==> src/logic/core_defs.vh <==
/*
 * Constants for the accumulator, move and clear instruction group:
 * opcodes, field positions, status bit positions, register offsets
 * and reset values.
 * Assumes it is included by bare name in every design file that needs it.
 */
`ifndef CORE_DEFS_VH
`define CORE_DEFS_VH

// ----------------------------------------------------------------------
// Instruction encodings
// ----------------------------------------------------------------------
`define WORD_W           12
`define OP_IDLE          12'h000
`define OP_KICK          12'h004
`define OP_CLEAR_ACC     12'h040
`define STORE_PREFIX     7'h01
`define STORE_HI         11
`define STORE_LO         5
`define COPY_PREFIX      6'h08
`define COPY_HI          11
`define COPY_LO          6
`define LITERAL_PREFIX   4'hC
`define LITERAL_HI       11
`define LITERAL_LO       8
`define INDEX_HI         4
`define DEST_BIT         5
`define IMM_HI           7

// ----------------------------------------------------------------------
// Status bit positions and reset values
// ----------------------------------------------------------------------
`define ST_ZERO          2
`define ST_SLEEP         3
`define ST_EXPIRY        4
`define ACC_RESET        8'h00
`define ZERO_RESET       1'b0
`define SLEEP_RESET      1'b1
`define EXPIRY_RESET     1'b1
`define CTRL_RESET       1'b0
`define BYTE_ZERO        8'h00

// ----------------------------------------------------------------------
// Register offsets and bus answers
// ----------------------------------------------------------------------
`define REG_ACCUM        8'h00
`define REG_STATUS       8'h04
`define REG_CONTROL      8'h08
`define REG_RETIRED      8'h0C
`define CTRL_PSA_BIT     0
`define RESP_OKAY        2'h0
`define RESP_SLVERR      2'h2

`endif

==> src/logic/file_regs.v <==
/*
 * File register array: 32 bytes, one write port, one read port whose
 * data leave a register one clock after the address.
 * Assumes the caller forwards a write that collides with a read.
 */
`timescale 1ns/1ps
`include "core_defs.vh"

module file_regs (
    // Clock
    input  wire       clock,
    // Write port
    input  wire       wr_en,
    input  wire [4:0] wr_addr,
    input  wire [7:0] wr_data,
    // Read port
    input  wire [4:0] rd_addr,
    output reg  [7:0] rd_data
);

    reg [7:0] cells [0:31];

    always @(posedge clock) begin
        if (wr_en) begin
            cells[wr_addr] <= wr_data;
        end
        rd_data <= cells[rd_addr];
    end

endmodule // file_regs

==> src/logic/op_decoder.v <==
/*
 * Combinational decoder that turns one instruction word into one flag
 * per operation of this group.
 * Assumes the word is stable for the cycle in which it is decoded.
 */
`timescale 1ns/1ps
`include "core_defs.vh"

module op_decoder (
    // Instruction word
    input  wire [11:0] word,
    // Operation flags
    output wire        clear_accumulator_op,
    output wire        watchdog_kick_op,
    output wire        register_copy_op,
    output wire        accumulator_store_op,
    output wire        literal_load_op,
    output wire        idle_op
);

    assign clear_accumulator_op = (word == `OP_CLEAR_ACC);
    assign watchdog_kick_op     = (word == `OP_KICK);
    assign register_copy_op     =
        (word[`COPY_HI:`COPY_LO] == `COPY_PREFIX);
    assign accumulator_store_op =
        (word[`STORE_HI:`STORE_LO] == `STORE_PREFIX);
    assign literal_load_op      =
        (word[`LITERAL_HI:`LITERAL_LO] == `LITERAL_PREFIX);
    assign idle_op              = (word == `OP_IDLE);

endmodule // op_decoder

==> src/logic/move_clear_unit.v <==
/*
 * Execution unit for clear-accumulator, watchdog-kick, register-copy,
 * accumulator-store, literal-load and idle, with an AXI4-Lite slave for
 * the accumulator, status, control and retired-count registers.
 * Assumes the fetch path offers at most one word per clock and that the
 * watchdog and prescaler act on the one-cycle clear pulses driven here.
 */
// Implementation choices: the register addresses and the AXI4-Lite interface to the registers.
`timescale 1ns/1ps
`include "core_defs.vh"

module move_clear_unit (
    // Clock and reset
    input  wire        clock,
    input  wire        rst_n,
    // Instruction fetch
    input  wire [11:0] instr_word,
    input  wire        instr_valid,
    // Core outputs
    output reg  [7:0]  accumulator,
    output reg         watchdog_clear,
    output reg         prescaler_clear,
    output reg         pc_advance,
    // AXI4-Lite write address and data
    input  wire [7:0]  s_axi_awaddr,
    input  wire        s_axi_awvalid,
    output reg         s_axi_awready,
    input  wire [31:0] s_axi_wdata,
    input  wire [3:0]  s_axi_wstrb,
    input  wire        s_axi_wvalid,
    output reg         s_axi_wready,
    // AXI4-Lite write response
    output reg  [1:0]  s_axi_bresp,
    output reg         s_axi_bvalid,
    input  wire        s_axi_bready,
    // AXI4-Lite read
    input  wire [7:0]  s_axi_araddr,
    input  wire        s_axi_arvalid,
    output reg         s_axi_arready,
    output reg  [31:0] s_axi_rdata,
    output reg  [1:0]  s_axi_rresp,
    output reg         s_axi_rvalid,
    input  wire        s_axi_rready
);

    // ------------------------------------------------------------------
    // Decode and execute stage
    // ------------------------------------------------------------------
    wire       dec_clear;
    wire       dec_kick;
    wire       dec_copy;
    wire       dec_store;
    wire       dec_literal;
    wire [7:0] mem_rdata;

    reg        ex_valid;
    reg        ex_clear;
    reg        ex_kick;
    reg        ex_copy;
    reg        ex_store;
    reg        ex_literal;
    reg        ex_dest;
    reg  [4:0] ex_index;
    reg  [7:0] ex_imm;
    reg        fwd_hit;
    reg  [7:0] fwd_data;

    reg        zero_flag;
    reg        sleep_flag;
    reg        expiry_flag;
    reg        psa_watchdog;
    reg [15:0] retired;

    wire [7:0] copy_value;
    wire       mem_wr;
    wire [7:0] mem_wdata;

    op_decoder u_dec (
        .word                 (instr_word),
        .clear_accumulator_op (dec_clear),
        .watchdog_kick_op     (dec_kick),
        .register_copy_op     (dec_copy),
        .accumulator_store_op (dec_store),
        .literal_load_op      (dec_literal),
        .idle_op              ()
    );

    // The array reads one clock ahead, so a write in the executing slot
    // to the index being read now is forwarded instead of lost.
    assign copy_value = fwd_hit ? fwd_data : mem_rdata;
    assign mem_wr     = ex_valid & (ex_store | (ex_copy & ex_dest));
    assign mem_wdata  = ex_store ? accumulator : copy_value;

    file_regs u_regs (
        .clock   (clock),
        .wr_en   (mem_wr),
        .wr_addr (ex_index),
        .wr_data (mem_wdata),
        .rd_addr (instr_word[`INDEX_HI:0]),
        .rd_data (mem_rdata)
    );

    // One word enters per clock and leaves the next; nothing stalls.
    always @(posedge clock or negedge rst_n) begin
        if (!rst_n) begin
            ex_valid   <= 1'b0;
            ex_clear   <= 1'b0;
            ex_kick    <= 1'b0;
            ex_copy    <= 1'b0;
            ex_store   <= 1'b0;
            ex_literal <= 1'b0;
            ex_dest    <= 1'b0;
            ex_index   <= 5'h00;
            ex_imm     <= `BYTE_ZERO;
            fwd_hit    <= 1'b0;
            fwd_data   <= `BYTE_ZERO;
        end else begin
            ex_valid   <= instr_valid;
            ex_clear   <= instr_valid & dec_clear;
            ex_kick    <= instr_valid & dec_kick;
            ex_copy    <= instr_valid & dec_copy;
            ex_store   <= instr_valid & dec_store;
            ex_literal <= instr_valid & dec_literal;
            ex_dest    <= instr_word[`DEST_BIT];
            ex_index   <= instr_word[`INDEX_HI:0];
            ex_imm     <= instr_word[`IMM_HI:0];
            fwd_hit    <= mem_wr & (ex_index == instr_word[`INDEX_HI:0]);
            fwd_data   <= mem_wdata;
        end
    end

    // ------------------------------------------------------------------
    // AXI4-Lite slave
    // ------------------------------------------------------------------
    reg        aw_held;
    reg        w_held;
    reg  [7:0] aw_addr;
    reg [31:0] w_data;
    reg  [3:0] w_strb;
    wire       wr_fire;
    wire       wr_low;
    wire       sw_acc;
    wire       sw_status;
    wire       sw_ctrl;
    wire       wr_mapped;
    reg        rd_mapped;
    reg [31:0] rd_value;

    assign wr_fire   = aw_held & w_held & ~s_axi_bvalid;
    assign wr_low    = wr_fire & w_strb[0];
    assign sw_acc    = wr_low & (aw_addr == `REG_ACCUM);
    assign sw_status = wr_low & (aw_addr == `REG_STATUS);
    assign sw_ctrl   = wr_low & (aw_addr == `REG_CONTROL);
    assign wr_mapped = (aw_addr == `REG_ACCUM) | (aw_addr == `REG_STATUS) |
                       (aw_addr == `REG_CONTROL) | (aw_addr == `REG_RETIRED);

    always @* begin
        rd_mapped = 1'b1;
        rd_value  = 32'h0000_0000;
        case (s_axi_araddr)
            `REG_ACCUM:   rd_value[7:0]  = accumulator;
            `REG_STATUS: begin
                rd_value[`ST_ZERO]   = zero_flag;
                rd_value[`ST_SLEEP]  = sleep_flag;
                rd_value[`ST_EXPIRY] = expiry_flag;
            end
            `REG_CONTROL: rd_value[`CTRL_PSA_BIT] = psa_watchdog;
            `REG_RETIRED: rd_value[15:0] = retired;
            default:      rd_mapped = 1'b0;
        endcase
    end

    // Each ready stays low after its handshake until its write has fired and the response is taken, so a held beat
    // is never overwritten before the write that uses it has fired.
    always @(posedge clock or negedge rst_n) begin
        if (!rst_n) begin
            aw_held       <= 1'b0;
            w_held        <= 1'b0;
            aw_addr       <= `BYTE_ZERO;
            w_data        <= 32'h0000_0000;
            w_strb        <= 4'h0;
            s_axi_awready <= 1'b0;
            s_axi_wready  <= 1'b0;
        end else begin
            s_axi_awready <= ~aw_held & ~s_axi_awready & ~s_axi_bvalid;
            s_axi_wready  <= ~w_held & ~s_axi_wready & ~s_axi_bvalid;
            if (s_axi_awvalid & s_axi_awready) begin
                aw_held <= 1'b1;
                aw_addr <= s_axi_awaddr;
            end
            if (s_axi_wvalid & s_axi_wready) begin
                w_held <= 1'b1;
                w_data <= s_axi_wdata;
                w_strb <= s_axi_wstrb;
            end
            if (wr_fire) begin
                aw_held <= 1'b0;
                w_held  <= 1'b0;
            end
        end
    end

    always @(posedge clock or negedge rst_n) begin
        if (!rst_n) begin
            s_axi_bvalid <= 1'b0;
            s_axi_bresp  <= `RESP_OKAY;
        end else if (wr_fire) begin
            s_axi_bvalid <= 1'b1;
            s_axi_bresp  <= wr_mapped ? `RESP_OKAY : `RESP_SLVERR;
        end else if (s_axi_bvalid & s_axi_bready) begin
            s_axi_bvalid <= 1'b0;
        end
    end

    // ------------------------------------------------------------------
    // AXI4-Lite read channel
    // ------------------------------------------------------------------
    always @(posedge clock or negedge rst_n) begin
        if (!rst_n) begin
            s_axi_arready <= 1'b0;
            s_axi_rvalid  <= 1'b0;
            s_axi_rresp   <= `RESP_OKAY;
            s_axi_rdata   <= 32'h0000_0000;
        end else begin
            s_axi_arready <= ~s_axi_arready & ~s_axi_rvalid & s_axi_arvalid;
            if (s_axi_arvalid & s_axi_arready) begin
                s_axi_rvalid <= 1'b1;
                s_axi_rdata  <= rd_value;
                s_axi_rresp  <= rd_mapped ? `RESP_OKAY : `RESP_SLVERR;
            end else if (s_axi_rvalid & s_axi_rready) begin
                s_axi_rvalid <= 1'b0;
            end
        end
    end

    // ------------------------------------------------------------------
    // Architectural state
    // ------------------------------------------------------------------
    // Software writes come first so that an executing instruction, which
    // is a hardware event, wins any collision in the same clock.
    always @(posedge clock or negedge rst_n) begin
        if (!rst_n) begin
            accumulator     <= `ACC_RESET;
            zero_flag       <= `ZERO_RESET;
            sleep_flag      <= `SLEEP_RESET;
            expiry_flag     <= `EXPIRY_RESET;
            psa_watchdog    <= `CTRL_RESET;
        end else begin
            if (sw_acc) begin
                accumulator <= w_data[7:0];
            end
            if (sw_status) begin
                zero_flag   <= w_data[`ST_ZERO];
                sleep_flag  <= w_data[`ST_SLEEP];
                expiry_flag <= w_data[`ST_EXPIRY];
            end
            if (sw_ctrl) begin
                psa_watchdog <= w_data[`CTRL_PSA_BIT];
            end
            if (ex_clear) begin
                accumulator <= `ACC_RESET;
                zero_flag   <= 1'b1;
            end
            if (ex_kick) begin
                sleep_flag  <= 1'b1;
                expiry_flag <= 1'b1;
            end
            if (ex_copy) begin
                if (!ex_dest) begin
                    accumulator <= copy_value;
                end
                zero_flag <= (copy_value == `BYTE_ZERO);
            end
            if (ex_literal) begin
                accumulator <= ex_imm;
            end
        end
    end

    // ------------------------------------------------------------------
    // Output pulses and retired count
    // ------------------------------------------------------------------
    // Pulses leave a register one clock after execute, so the watchdog sees a clean strobe of one cycle per executed kick
    // and the program counter one cycle per executed word.
    always @(posedge clock or negedge rst_n) begin
        if (!rst_n) begin
            watchdog_clear  <= 1'b0;
            prescaler_clear <= 1'b0;
            pc_advance      <= 1'b0;
        end else begin
            watchdog_clear  <= ex_kick;
            prescaler_clear <= ex_kick & psa_watchdog;
            pc_advance      <= ex_valid;
        end
    end

    // The count wraps silently at 16 bits; software takes differences.
    always @(posedge clock or negedge rst_n) begin
        if (!rst_n) begin
            retired <= 16'h0000;
        end else if (ex_valid) begin
            retired <= retired + 16'h0001;
        end
    end

endmodule // move_clear_unit

==> config.mk <==
export PLATFORM = sky130hd
export DESIGN_NAME = move_clear_unit
export DESIGN_NICKNAME = d
export VERILOG_FILES = /design/src/logic/file_regs.v /design/src/logic/op_decoder.v /design/src/logic/move_clear_unit.v
export VERILOG_INCLUDE_DIRS = /design/src /design/src/logic
export SDC_FILE = /design/constraint.sdc
export NUM_CORES = 1
export LEC_CHECK = 0
export ABC_AREA = 1
export BUFFER_PORTS_ARGS = -buffer_cell sky130_fd_sc_hd__buf_2
export CORE_MARGIN = 5
export CORE_UTILIZATION = 45
export CTS_CLUSTER_DIAMETER = 150
export DETAILED_ROUTE_END_ITERATION = 16
export GPL_TIMING_DRIVEN = 1
export PLACE_DENSITY = 0.62
export SETUP_SLACK_MARGIN = 0.05
export SKIP_CTS_REPAIR_TIMING = 1
export SLEW_MARGIN = 10
export SYNTH_ARGS = -nofsm -noshare
export SYNTH_HDL_FRONTEND = slang
export SYNTH_SLANG_ARGS = --single-unit
==> constraint.sdc <==
create_clock -name clock -period 3.95 [get_ports clock]
set_input_delay 0.5925 -clock clock [delete_from_list [all_inputs] [get_ports clock]]
set_output_delay 0.5925 -clock clock [all_outputs]
set_load 0.02 [all_outputs]
Word level (Yosys, flattened, before mapping)
Memories as Yosys holds them, arrays and structs flattened. A register that Yosys moved wholly into a read port is not among the register bits.
Index checks and enable logic that the tools add are counted.
Widths: inputs -> output; s select.
- flip-flop bits (word level): 104
- latch bits: 0
- memory bits (writable): 256
- bits in read-only memories: 0
- input port bits: 72
- output and inout port bits: 52
- word-level logic and storage cells: 126
- memories: 1
- add/subtract/negate cells: 1
- multiply operators: 0
- divide/modulo/power cells: 0
- $lt $le $gt $ge: 0
- equal/unequal tests: 12
- shifts and indexed selects: 0
- multiplexer cells: 32
- bitwise operators: 37
- reductions and logical operators: 10
- memories (name ; depth ; width ; rd ports ; clocked after Yosys merged registers in ; wr ports ; RTL line ; source):
    u_regs.cells ; 32 ; 8 ; 1 ; 1 ; 1 ; file_regs.v:21 ; reg [7:0] cells [0:31];
- operators with widths (cell ; count):
    $mux 8 ; 8
    $eq 8x4->1 const B ; 4
    $and 1x1->1 ; 26
    $logic_not 8->1 ; 3
    $mux 1 ; 18
    $add 16x1->16 const B ; 1
    $eq 8x3->1 const B ; 2
    $eq 12x3->1 const B ; 1
    $eq 12x7->1 const B ; 1
    $reduce_bool 2->1 ; 5
    $pmux 3 s3 ; 1
    $eq 7x1->1 const B ; 1
    $not 1->1 ; 7
    $eq 6x4->1 const B ; 1
    $pmux 3 s2 ; 1
    $eq 5x5->1 ; 1
    $eq 4x4->1 const B ; 1
    $mux 2 ; 2
    $or 1x1->1 ; 4
    $reduce_or 4->1 ; 1
    $pmux 1 s3 ; 1
    $reduce_bool 3->1 ; 1
    $pmux 1 s2 ; 1

Depth between registers and ports, before layout
Gate-level depths: netlist (run 1).
- depth after elaboration: 9
- gate-level depth with buffers: 11
- gate-level depth less buffers: 9

Modules after synthesis
A second synthesis (run 1) with hierarchy kept.
- cell total of the unflattened synthesis: 1471
- area, all modules: 15396.0 um^2
- modules (own cells, without submodules) (module ; instances ; cells each ; area an instance (um^2) ; seq. area each (um^2)):
    file_regs ; 1 ; 922 ; 10786.6 ; 7847.5
    move_clear_unit ; 1 ; 517 ; 4453.0 ; 2404.8
    op_decoder ; 1 ; 32 ; 156.4 ; 0.0

Worst setup path before layout (run 1)
OpenSTA, ideal clock, no wires.
- kind: register -> register
- start point: reg fwd_hit
- end point: mem u_regs.cells[0][1] (data pin)
- setup time: 462 ps
- data arrival time: 2096 ps
- data required time: 3488 ps
- slack: 1391 ps
- stages on the path, launching flop included: 5
- buffers on the path: 1
- clock period less this slack: 2559 ps
- path through: dfrtp_1 -> buf_2 -> nand2_1 -> o21ai_0 -> o21ai_0
- longest elaborated chain between the ends: 2
- ends and longest elaborated chain (item ; RTL line ; source):
    start: declaration ; move_clear_unit.v:65 ; reg fwd_hit;
    start signal: assignment ; move_clear_unit.v:127 ; fwd_hit <= mem_wr & (ex_index == instr_word[`INDEX_HI:0]);
    $mux 8 ; move_clear_unit.v:90 ; assign copy_value = fwd_hit ? fwd_data : mem_rdata;
    $mux 8 ; move_clear_unit.v:92 ; assign mem_wdata = ex_store ? accumulator : copy_value;
    named net mem_wdata[1] ; move_clear_unit.v:76 ; wire [7:0] mem_wdata;
    end: declaration ; file_regs.v:21 ;
The timed path passes the listed nets, and every way through them passes these cells.

Worst setup path in the final report (run 1)
- start point: reg ex_store
- end point: mem u_regs.cells[28][1] (enable)
- longest elaborated chain between the ends: 4
- ends and longest elaborated chain (item ; RTL line ; source):
    start: declaration ; move_clear_unit.v:60 ; reg ex_store;
    start signal: assignment ; move_clear_unit.v:122 ; ex_store <= instr_valid & dec_store;
    $or 1x1->1 ; move_clear_unit.v:91 ; assign mem_wr = ex_valid & (ex_store | (ex_copy & ex_dest));
    $and 1x1->1 ; move_clear_unit.v:91 ;
    $mux 1 ; file_regs.v:24 ; if (wr_en) begin
    $mux 1 (not written as such) ; file_regs.v:25 ; cells[wr_addr] <= wr_data;
No other way between the ends.

==> results of run 1 <==
layout by cell type (no fill, tap or decap), types with 18 or more instances in the layout:
cell | synthesis | routed
a21oi_1 | 31 | 31
buf_2 | 42 | 76
clkbuf_16 | 0 | 41
conb_1 | 1 | 18
dfrtp_1 | 94 | 94
edfxtp_1 | 256 | 256
inv_1 | 197 | 196
nand2_1 | 475 | 475
nand3_1 | 196 | 196
nor2_1 | 96 | 96
o21ai_0 | 36 | 28
power by group:
part	switching, mW	leakage, nW	internal, mW
logic	0.754	3.32	0.318
clock network	1.40	0.609	2.13
registers	0.204	3.57	4.36
total	2.36	7.50	6.81
worst paths after layout:
| kind | end | slack, ns | cells after the start |
|---|---|---|---|
| max | u_regs.cells[28][1] | 1.30 | 6 |
| min reg2reg | watchdog_clear | 0.43 | 0 |
| max reg2reg | u_regs.cells[28][1] | 1.30 | 6 |
| min | ex_imm[5] | 0.20 | 1 |
| min in group asynchronous | s_axi_bvalid | 0.21 | 1 |
| max in group asynchronous | fwd_data[0] | 2.94 | 2 |
layer usage:
| metal | routed length (µm) | share of wire | vias up |
|---|---|---|---|
| met3 | 2260 | 0.064 | 64 |
| met4 | 883 | 0.025 | 0 |
| li1 | - | - | 5216 |
| met2 | 16800 | 0.48 | 290 |
| met1 | 15200 | 0.43 | 5012 |
| met5 | 0 | 0 | - |
Yosys cell counts:
cell / n
clkbuf_1: 15
or2_2: 1
dfrtp_1: 94
edfxtp_1: 256
nor3b_2: 1
buf_4: 21
nor4_1: 3
nor3b_1: 1
nor2_4: 2
o21ai_1: 1
nor4b_1: 1
nand4_1: 14
conb_1: 1
nand2_1: 475
inv_2: 2
clkinv_1: 3
ha_1: 1
buf_1: 4
nor3_1: 17
xnor2_1: 4
o2111ai_1: 1
o31ai_1: 7
o21ai_0: 36
a31oi_1: 1
nor3_4: 1
mux2_2: 1
xor2_1: 14
dfxtp_1: 8
nand2_2: 1
nor2_1: 96
nand3_1: 196
a21oi_1: 31
dfstp_2: 2
buf_2: 42
o211ai_1: 10
inv_1: 197
critical path: stages (launching register included):
cell	delay, ns
dfrtp_1	0.80
inv_1	0.08
nand2_1	0.09
nand2_1	0.09
inv_1	0.22
nand4_1	0.25
nor2_1	0.73
registers in the layout (all words and copies together) (netlist names), 8 cells and up:
name            count
retired            16
u_regs.cells      256
ex_imm              8
s_axi_rdata        16
aw_addr             8
w_data              8
accumulator         8
u_regs.rd_data      8
fwd_data            8
cell families (layout without fill, tap and decap cells):
logic type	after synthesis	in the layout	synth area share
buffers and inverters	284	367	0.0772
AOI/OAI and AO/OA	87	87	0.0311
and+or+nand+nor	809	809	0.219
DFF	360	360	0.661
muxes	1	1	0.000726
xor gates and xnor gates	18	18	0.0102
other	1	19	0.000242
adders and majority gates	1	1	0.000806
cell type report:
class                      instances  share of cell area
antenna                            1            0.000143
clock buffer                      55              0.0626
clock inverter                    15             0.00863
inverter                         202              0.0433
multi-input combinational        934               0.237
sequential                       360               0.584
tap                              455              0.0324
timing repair buffer              95              0.0312
metrics by stage:
| step | setup slack [ns] | area, µm² |
|---|---|---|
| 2_1_floorplan | 1.39 | 15600 |
| 3_3_place_gp | 1.38 | 16300 |
| 3_5_place_dp | 1.35 | 16300 |
| 4_1_cts | 1.31 | 17500 |
| 5_1_grt | 1.07 | 17500 |
| 6_report | 1.30 | 17500 |
==> results.cfg, run 1 <==
[run]
cap_violations = 0

[floorplanning]
die_y_um = 196
die_x_um = 196
initial_core_util = 0.452
io_pins = 124
core_area_um2 = 34300
rows = 68
dieArea_um2 = 38300

[sta]
rsz0062_at_grt = false
fin_tns_setup_ns = 0
hold_slack_ns = 0.199
period_share = 0.671
setup_viol = 0
fmax_mhz = 377
worst_slew_pin_slew_ns = 1.17
skew_ns = 0.0184
hold_violations = 0
min_period_ns = 2.65
slew_headroom = 0.218
slew_viol_final = 0

[final_layout]
areaGrowthSynthToFinish_pct = 13.1
drive_above_1_share = 0.102
seq_area_um2 = 10300
nets = 1704
fillers = 3048
multiInputGateArea_um2 = 4170
fin_cells = 2117
fin_util = 0.512

[worst_setup_path]
critPathMaxFanout = 17
critical_path_required_ns = 4.10
start_kind = flop
arrival_ns = 2.80
critPathCaptureType = flop
cp-startpoint = ex_store
r2r_start = ex_store
crit_type = reg -> reg

[yosys]
yosysTopAreaCell = edfxtp_1
yosysUniqueCellTypes = 36
synth-seq-area-share = 0.661
yosysWarningCount = 0
avgSynthCellArea_um2 = 9.94
synth_top_area_frac = 0.496
ys_ff_latch = 360
synth_cells = 1561
syn_area_um2 = 15500
synth_area_leaders = edfxtp_1, dfrtp_1, nand2_1

[clocking]
clk_pin_slew_ns = 0.06
cts-root-buf = clkbuf_16
clock_sinks = 360
insertion_delay_ns = 0.53
tritoncts = built
cts_inserted_buffers = 38
h-tree-depth = 2
clk_path_buf_depth = 3

[grt]
grt_pass1_wl_um = 56100
grt-ovfl-total = 0
met1_usage = 0.251
first_global_vias = 10300
use_met3 = 0.0331
grt_max_degree = 140
track_usage = 0.183
met2_usage = 0.301
antenna_found_initial = 0
busiest_layer = met2

[placed_design]
post-dp-hpwl_um = 22100
place.gp.congestion = 0.899
port_buffers = 78
dpl.cell_count = 2046

[hold_path]
worstHoldStart = instr_word[5]
hold_path_class = in -> reg

[route]
vias = 10600
drc = 0
drt-pass1-iter-count = 5
drt-initial-drc-count = 802
wl_per_cell_um = 16.6
postRouteAntennaNets = 0
routed_wl_um = 35200
viasPerCell = 5.00

[pwr]
irDropWorstVdd_v = 0.000276
leakage_nw = 7.50
power_density_nw_per_um2 = 522
p_total_mw = 9.17

[outcome]
status = finished clean
(Power assumes the default switching activity.)
==> run 2, diff against run 1 <==
==> constraint.sdc (replaced) <==
create_clock -name clock -period 2.7 [get_ports clock]
set_input_delay 0.405 -clock clock [delete_from_list [all_inputs] [get_ports clock]]
set_output_delay 0.405 -clock clock [all_outputs]
set_load 0.02 [all_outputs]
==> run 2 against run 1 <==
Sequential share of layout area shrank 1.0 points. Clock skew fell by 0.0024 ns. Setup slack got worse by 0.79 ns. Fmax grew 21%. Cell count rose by 1.8%. Combinational power rose by 48%. Clock-buffer cell count up 1. Die area unchanged. Core utilization is 0.92 points higher. Non-clock buffer count up 40. Sequential power increased by 46%. Critical endpoint is now u_regs.cells[31][3]. Highest routed layer unchanged.
==> results.cfg, run 2 (synthesis gave the netlist of run 1 again) <==
[grt]
grt_pass1_wl_um = 56900
met1_usage = 0.258
first_global_vias = 10300
use_met3 = 0.0306
track_usage = 0.186
grt-ovfl-total = 0
antenna_found_initial = 0
busiest_layer = met2
met2_usage = 0.306
grt_max_degree = 121

[worst_setup_path]
critPathCaptureType = flop
cp-startpoint = ex_imm[5]
cp-endpoint = u_regs.cells[31][3]
reg2reg_depth = 6
critical_path.most_common_cell = nand2_1
worstPathCellList = nand2_1 -> nand2_1 -> nand2_1 -> inv_1 -> nand4_1 -> nor2_1
arrival_ns = 2.34
path_depth = 6
crit_type = reg -> reg
max_stage_delay_ns = 0.64
worst_path_max_delay_cell = nor2_1
critPathMaxFanout = 11
cp_num_buf_inv = 1
cpLargestDelayFamily = simple AND/OR/NAND/NOR gates
start_kind = flop
critical_path_required_ns = 2.84
reg2reg_slack_ns = 0.50
r2r_end = u_regs.cells[31][3]
r2r_start = ex_imm[5]

[floorplanning]
die_x_um = 196
core_area_um2 = 34300
die_y_um = 196
rows = 68
dieArea_um2 = 38300
initial_core_util = 0.452
io_pins = 124

[outcome]
status = finished clean

[sta]
hold_violations = 0
min_period_ns = 2.20
setup_viol = 0
fin_tns_setup_ns = 0
period_share = 0.813
worst_slew_pin_slew_ns = 0.765
slew_viol_final = 0
fmax_mhz = 456
slew_headroom = 0.488
rsz0062_at_grt = false
skew_ns = 0.0159

[route]
vias = 10900
drc = 0
postRouteAntennaNets = 0
drt-pass1-iter-count = 5
drt-initial-drc-count = 789
routed_wl_um = 36200
wl_per_cell_um = 16.8
viasPerCell = 5.06

[final_layout]
drive_above_1_share = 0.122
layout_common_cells = nand2_1, edfxtp_1, inv_1, nand3_1, nor2_1
areaGrowthSynthToFinish_pct = 15.1
top_regs = u_regs.cells x256, retired x16, s_axi_rdata x16
multiInputGateArea_um2 = 4160
largest_reg_flops = 256
seq_area_um2 = 10300
regMostFlops = u_regs.cells
layout_commonest_cell = nand2_1
fillers = 2988
nets = 1745

[pwr]
p_total_mw = 13.4
leakage_nw = 7.72
power_density_nw_per_um2 = 751
irDropWorstVdd_v = 0.000406

[hold_path]
hold_path_class = in -> reg

[clocking]
h-tree-depth = 2
insertion_delay_ns = 0.52
clock_sinks = 360
cts_inserted_buffers = 39
clk_pin_slew_ns = 0.06
tritoncts = built
cts-root-buf = clkbuf_16
clk_path_buf_depth = 3

[placed_design]
port_buffers = 78
place.gp.congestion = 0.827
post-dp-hpwl_um = 22400

[run]
cap_violations = 0
## run 2: worst min path at each step
stage,depth (start not counted),start,to
after global routing,1,instr_word[7],ex_imm[7]
after detailed placement,0,ex_kick,watchdog_clear
final,1,instr_word[7],ex_imm[7]
after floorplan,0,rst_n,accumulator[0]
after CTS,1,rst_n,s_axi_wready
after global placement,0,ex_kick,watchdog_clear
## run 2: per-stage QoR
step	instances	worst slack [ns]	util	hold slack (ns)	instance area [µm²]
4_1_cts	2154	0.519	0.521	-0.115	17800
3_3_place_gp	2085	0.576	0.484	0.423	16600
6_report	2156	0.505	0.521	0.0121	17900
5_1_grt	2155	0.331	0.521	0.00512	17900
2_1_floorplan	1578	0.141	-	0.109	15600
3_5_place_dp	2085	0.541	0.484	0.433	16600
## run 2: area by class of cell
| cell class | instances | share of cell area |
|---|---|---|
| multi-input combinational | 934 | 0.233 |
| clock inverter | 13 | 0.00623 |
| clock buffer | 56 | 0.0634 |
| antenna | 1 | 0.000140 |
| timing repair buffer | 135 | 0.0490 |
| inverter | 202 | 0.0425 |
| tap | 455 | 0.0319 |
| sequential | 360 | 0.574 |
## run 2: per-layer routing
layer	vias up	wire, µm
li1	5285	-
met1	5198	15600
met2	362	17200
met3	54	2670
met4	0	743
met5	-	0
## run 2: report_power, final
group	switching [mW]	internal [mW]	total, mW
clock network	2.06	3.10	5.15
logic	1.10	0.481	1.58
registers	0.295	6.38	6.67
==> run 3, diff against run 2 <==
==> constraint.sdc (replaced) <==
create_clock -name clock -period 2.2 [get_ports clock]
set_input_delay 0.33 -clock clock [delete_from_list [all_inputs] [get_ports clock]]
set_output_delay 0.33 -clock clock [all_outputs]
set_load 0.02 [all_outputs]
==> run 3 against run 2 <==
The flow now finishes with violations (hold timing). Die area is the same. Fmax grew 20%. Flip-flop and latch count is the same. Register-to-register slack lost 0.14 ns. Combinational power grew 27%. Core utilization grew 0.53 points. Sequential power grew 23%. Sequential share of layout area shrank 0.58 points. Setup slack lost 0.14 ns. Via count shrank 2.7%. Final area grew 1.0%. Critical endpoint is now u_regs.cells[5][1]. Largest power group unchanged.
==> results.cfg, run 3 (synthesis gave the netlist of run 1 again) <==
[placed_design]
port_buffers = 78
dp_worst_setup_slack_ns = 0.398
post-dp-hpwl_um = 22800
place_area_um2 = 16800
place.gp.congestion = 0.856
dpl.cell_count = 2093

[pwr]
pwr-share-comb = 0.123
p_seq_frac = 0.499
p_sw_frac = 0.263
irDropWorstVdd_v = 0.000590
clkPwrFrac = 0.378
intPower_mw = 12.1
leakage_nw = 7.81
power.switching_mw = 4.30
power_density_nw_per_um2 = 909

[route]
wl_per_cell_um = 16.4
drt-initial-drc-count = 632
viasPerCell = 4.88
drc = 0
vias = 10600
drt-pass1-iter-count = 5
routed_wl_um = 35500
postRouteAntennaNets = 0

[clocking]
insertion_delay_ns = 0.52
cts-root-buf = clkbuf_16
tritoncts = built
h-tree-depth = 2
clock_sinks = 360
clk_pin_slew_ns = 0.06
cts_inserted_buffers = 39
clk_path_buf_depth = 3

[hold_path]
whs_endpoint = s_axi_bvalid
worstHoldStart = s_axi_bready
hold_path_class = in -> reg
hold-path-cell-count = 2

[worst_setup_path]
max_stage_delay_ns = 0.39
critical_path_required_ns = 2.43
worst_path_max_delay_cell = dfrtp_1
r2r_start = ex_copy
reg2reg_depth = 7
start_kind = flop
critical_path.most_common_cell = nand2_1
cp_num_buf_inv = 2
worstPathCellList = nand2_1 -> nand2_1 -> nand2_1 -> inv_1 -> nand4_1 -> nor2_1 -> buf_4
arrival_ns = 2.06
critPathCaptureType = flop
reg2reg_slack_ns = 0.37
critPathMaxFanout = 8
crit_type = reg -> reg
cpLargestDelayFamily = simple AND/OR/NAND/NOR gates
r2r_end = u_regs.cells[5][1]

[final_layout]
fin_cells = 2172
nets = 1759
areaGrowthSynthToFinish_pct = 16.3
largest_reg_flops = 256
drive_above_1_share = 0.128
regMostFlops = u_regs.cells
top_regs = u_regs.cells x256, retired x16, s_axi_rdata x16
layout_commonest_cell = nand2_1
postLayoutCellArea_um2 = 18000
layout_common_cells = nand2_1, edfxtp_1, inv_1, nand3_1, nor2_1

[sta]
hold_violations = 1
worst_slew_pin_slew_ns = 0.526
fmax_mhz = 545
rsz0062_at_grt = false
hold_slack_ns = -0.0115
setup_viol = 0
fin_tns_setup_ns = 0
period_share = 0.834
slew_headroom = 0.646
slew_viol_final = 0
min_period_ns = 1.83
skew_ns = 0.0158
layout_setup_ws_ns = 0.366

[floorplanning]
die_x_um = 196
io_pins = 124
rows = 68
dieArea_um2 = 38300
initial_core_util = 0.452
die_y_um = 196
core_area_um2 = 34300

[outcome]
violations = hold timing
status = finished with violations

[grt]
grt_pass1_wl_um = 56400
track_usage = 0.184
first_global_vias = 10300
antenna_found_initial = 0
grt_max_degree = 83
grt-ovfl-total = 0

[run]
cap_violations = 0
[run 3: cell types whose count changed in the layout (fill, tap and decap cells not counted), sizes merged]
cell / change
bufinv: -1
clkinvlp: +1
buf: +8
dlygate4sd3: +6
inv: +3
clkinv: +3
clkbuf: -4
[run 3: worst reg2reg max path: cells and delay by family (launching register included)]
family / cells / cell delay [ns]
buf+inv: 2 / 0.41
simple gates: 5 / 0.74
flops: 1 / 0.39
[run 3: power by group through the flow]
stage               registers [mW]  clock network [mW]  logic, mW
finish                        8.19                6.20       2.01
global route                  8.23                6.65       2.26
CTS                           8.18                6.35       2.03
detailed placement            8.32                   0       2.02
global placement              8.30                   0       1.97
floorplan                     8.37                   0       1.12
[run 3: per-layer routing]
| metal | global-route usage | part of all wire | wire length, µm |
|---|---|---|---|
| met5 | 0 | 0 | 0 |
| met4 | 0.0597 | 0.025 | 883 |
| met3 | 0.0280 | 0.057 | 2030 |
| met2 | 0.297 | 0.47 | 16600 |
| met1 | 0.260 | 0.45 | 16000 |
[run 3: how the worst max path moves through the flow]
stage	end	from	cells after the start	slack, ns
after floorplan	u_regs.cells[0][1]	fwd_hit	4	0.21
after global placement	u_regs.cells[15][5]	ex_copy	7	0.41
after detailed placement	u_regs.cells[5][1]	ex_copy	7	0.40
after CTS	u_regs.cells[5][1]	ex_copy	7	0.35
after global routing	u_regs.cells[5][7]	ex_copy	7	0.22
final	u_regs.cells[5][1]	ex_copy	7	0.37
[run 3: cell type report]
| type | instances | area, µm² |
|---|---|---|
| tap | 455 | 569 |
| antenna | 1 | 2.50 |
| clock inverter | 19 | 121 |
| sequential | 360 | 10300 |
| multi-input combinational | 934 | 4160 |
| timing repair buffer | 149 | 1080 |
| inverter | 202 | 758 |
| fill | 3067 | 16200 |
| clock buffer | 52 | 1100 |
[run 3: per-stage QoR]
stage	util	hold slack [ns]	total power [mW]
3_5_place_dp	0.489	0.256	10.3
2_1_floorplan	-	0.0344	9.49
6_report	0.526	-0.0115	16.4
5_1_grt	0.526	0.00875	17.1
4_1_cts	0.524	-0.304	16.6
3_3_place_gp	0.489	0.254	10.3
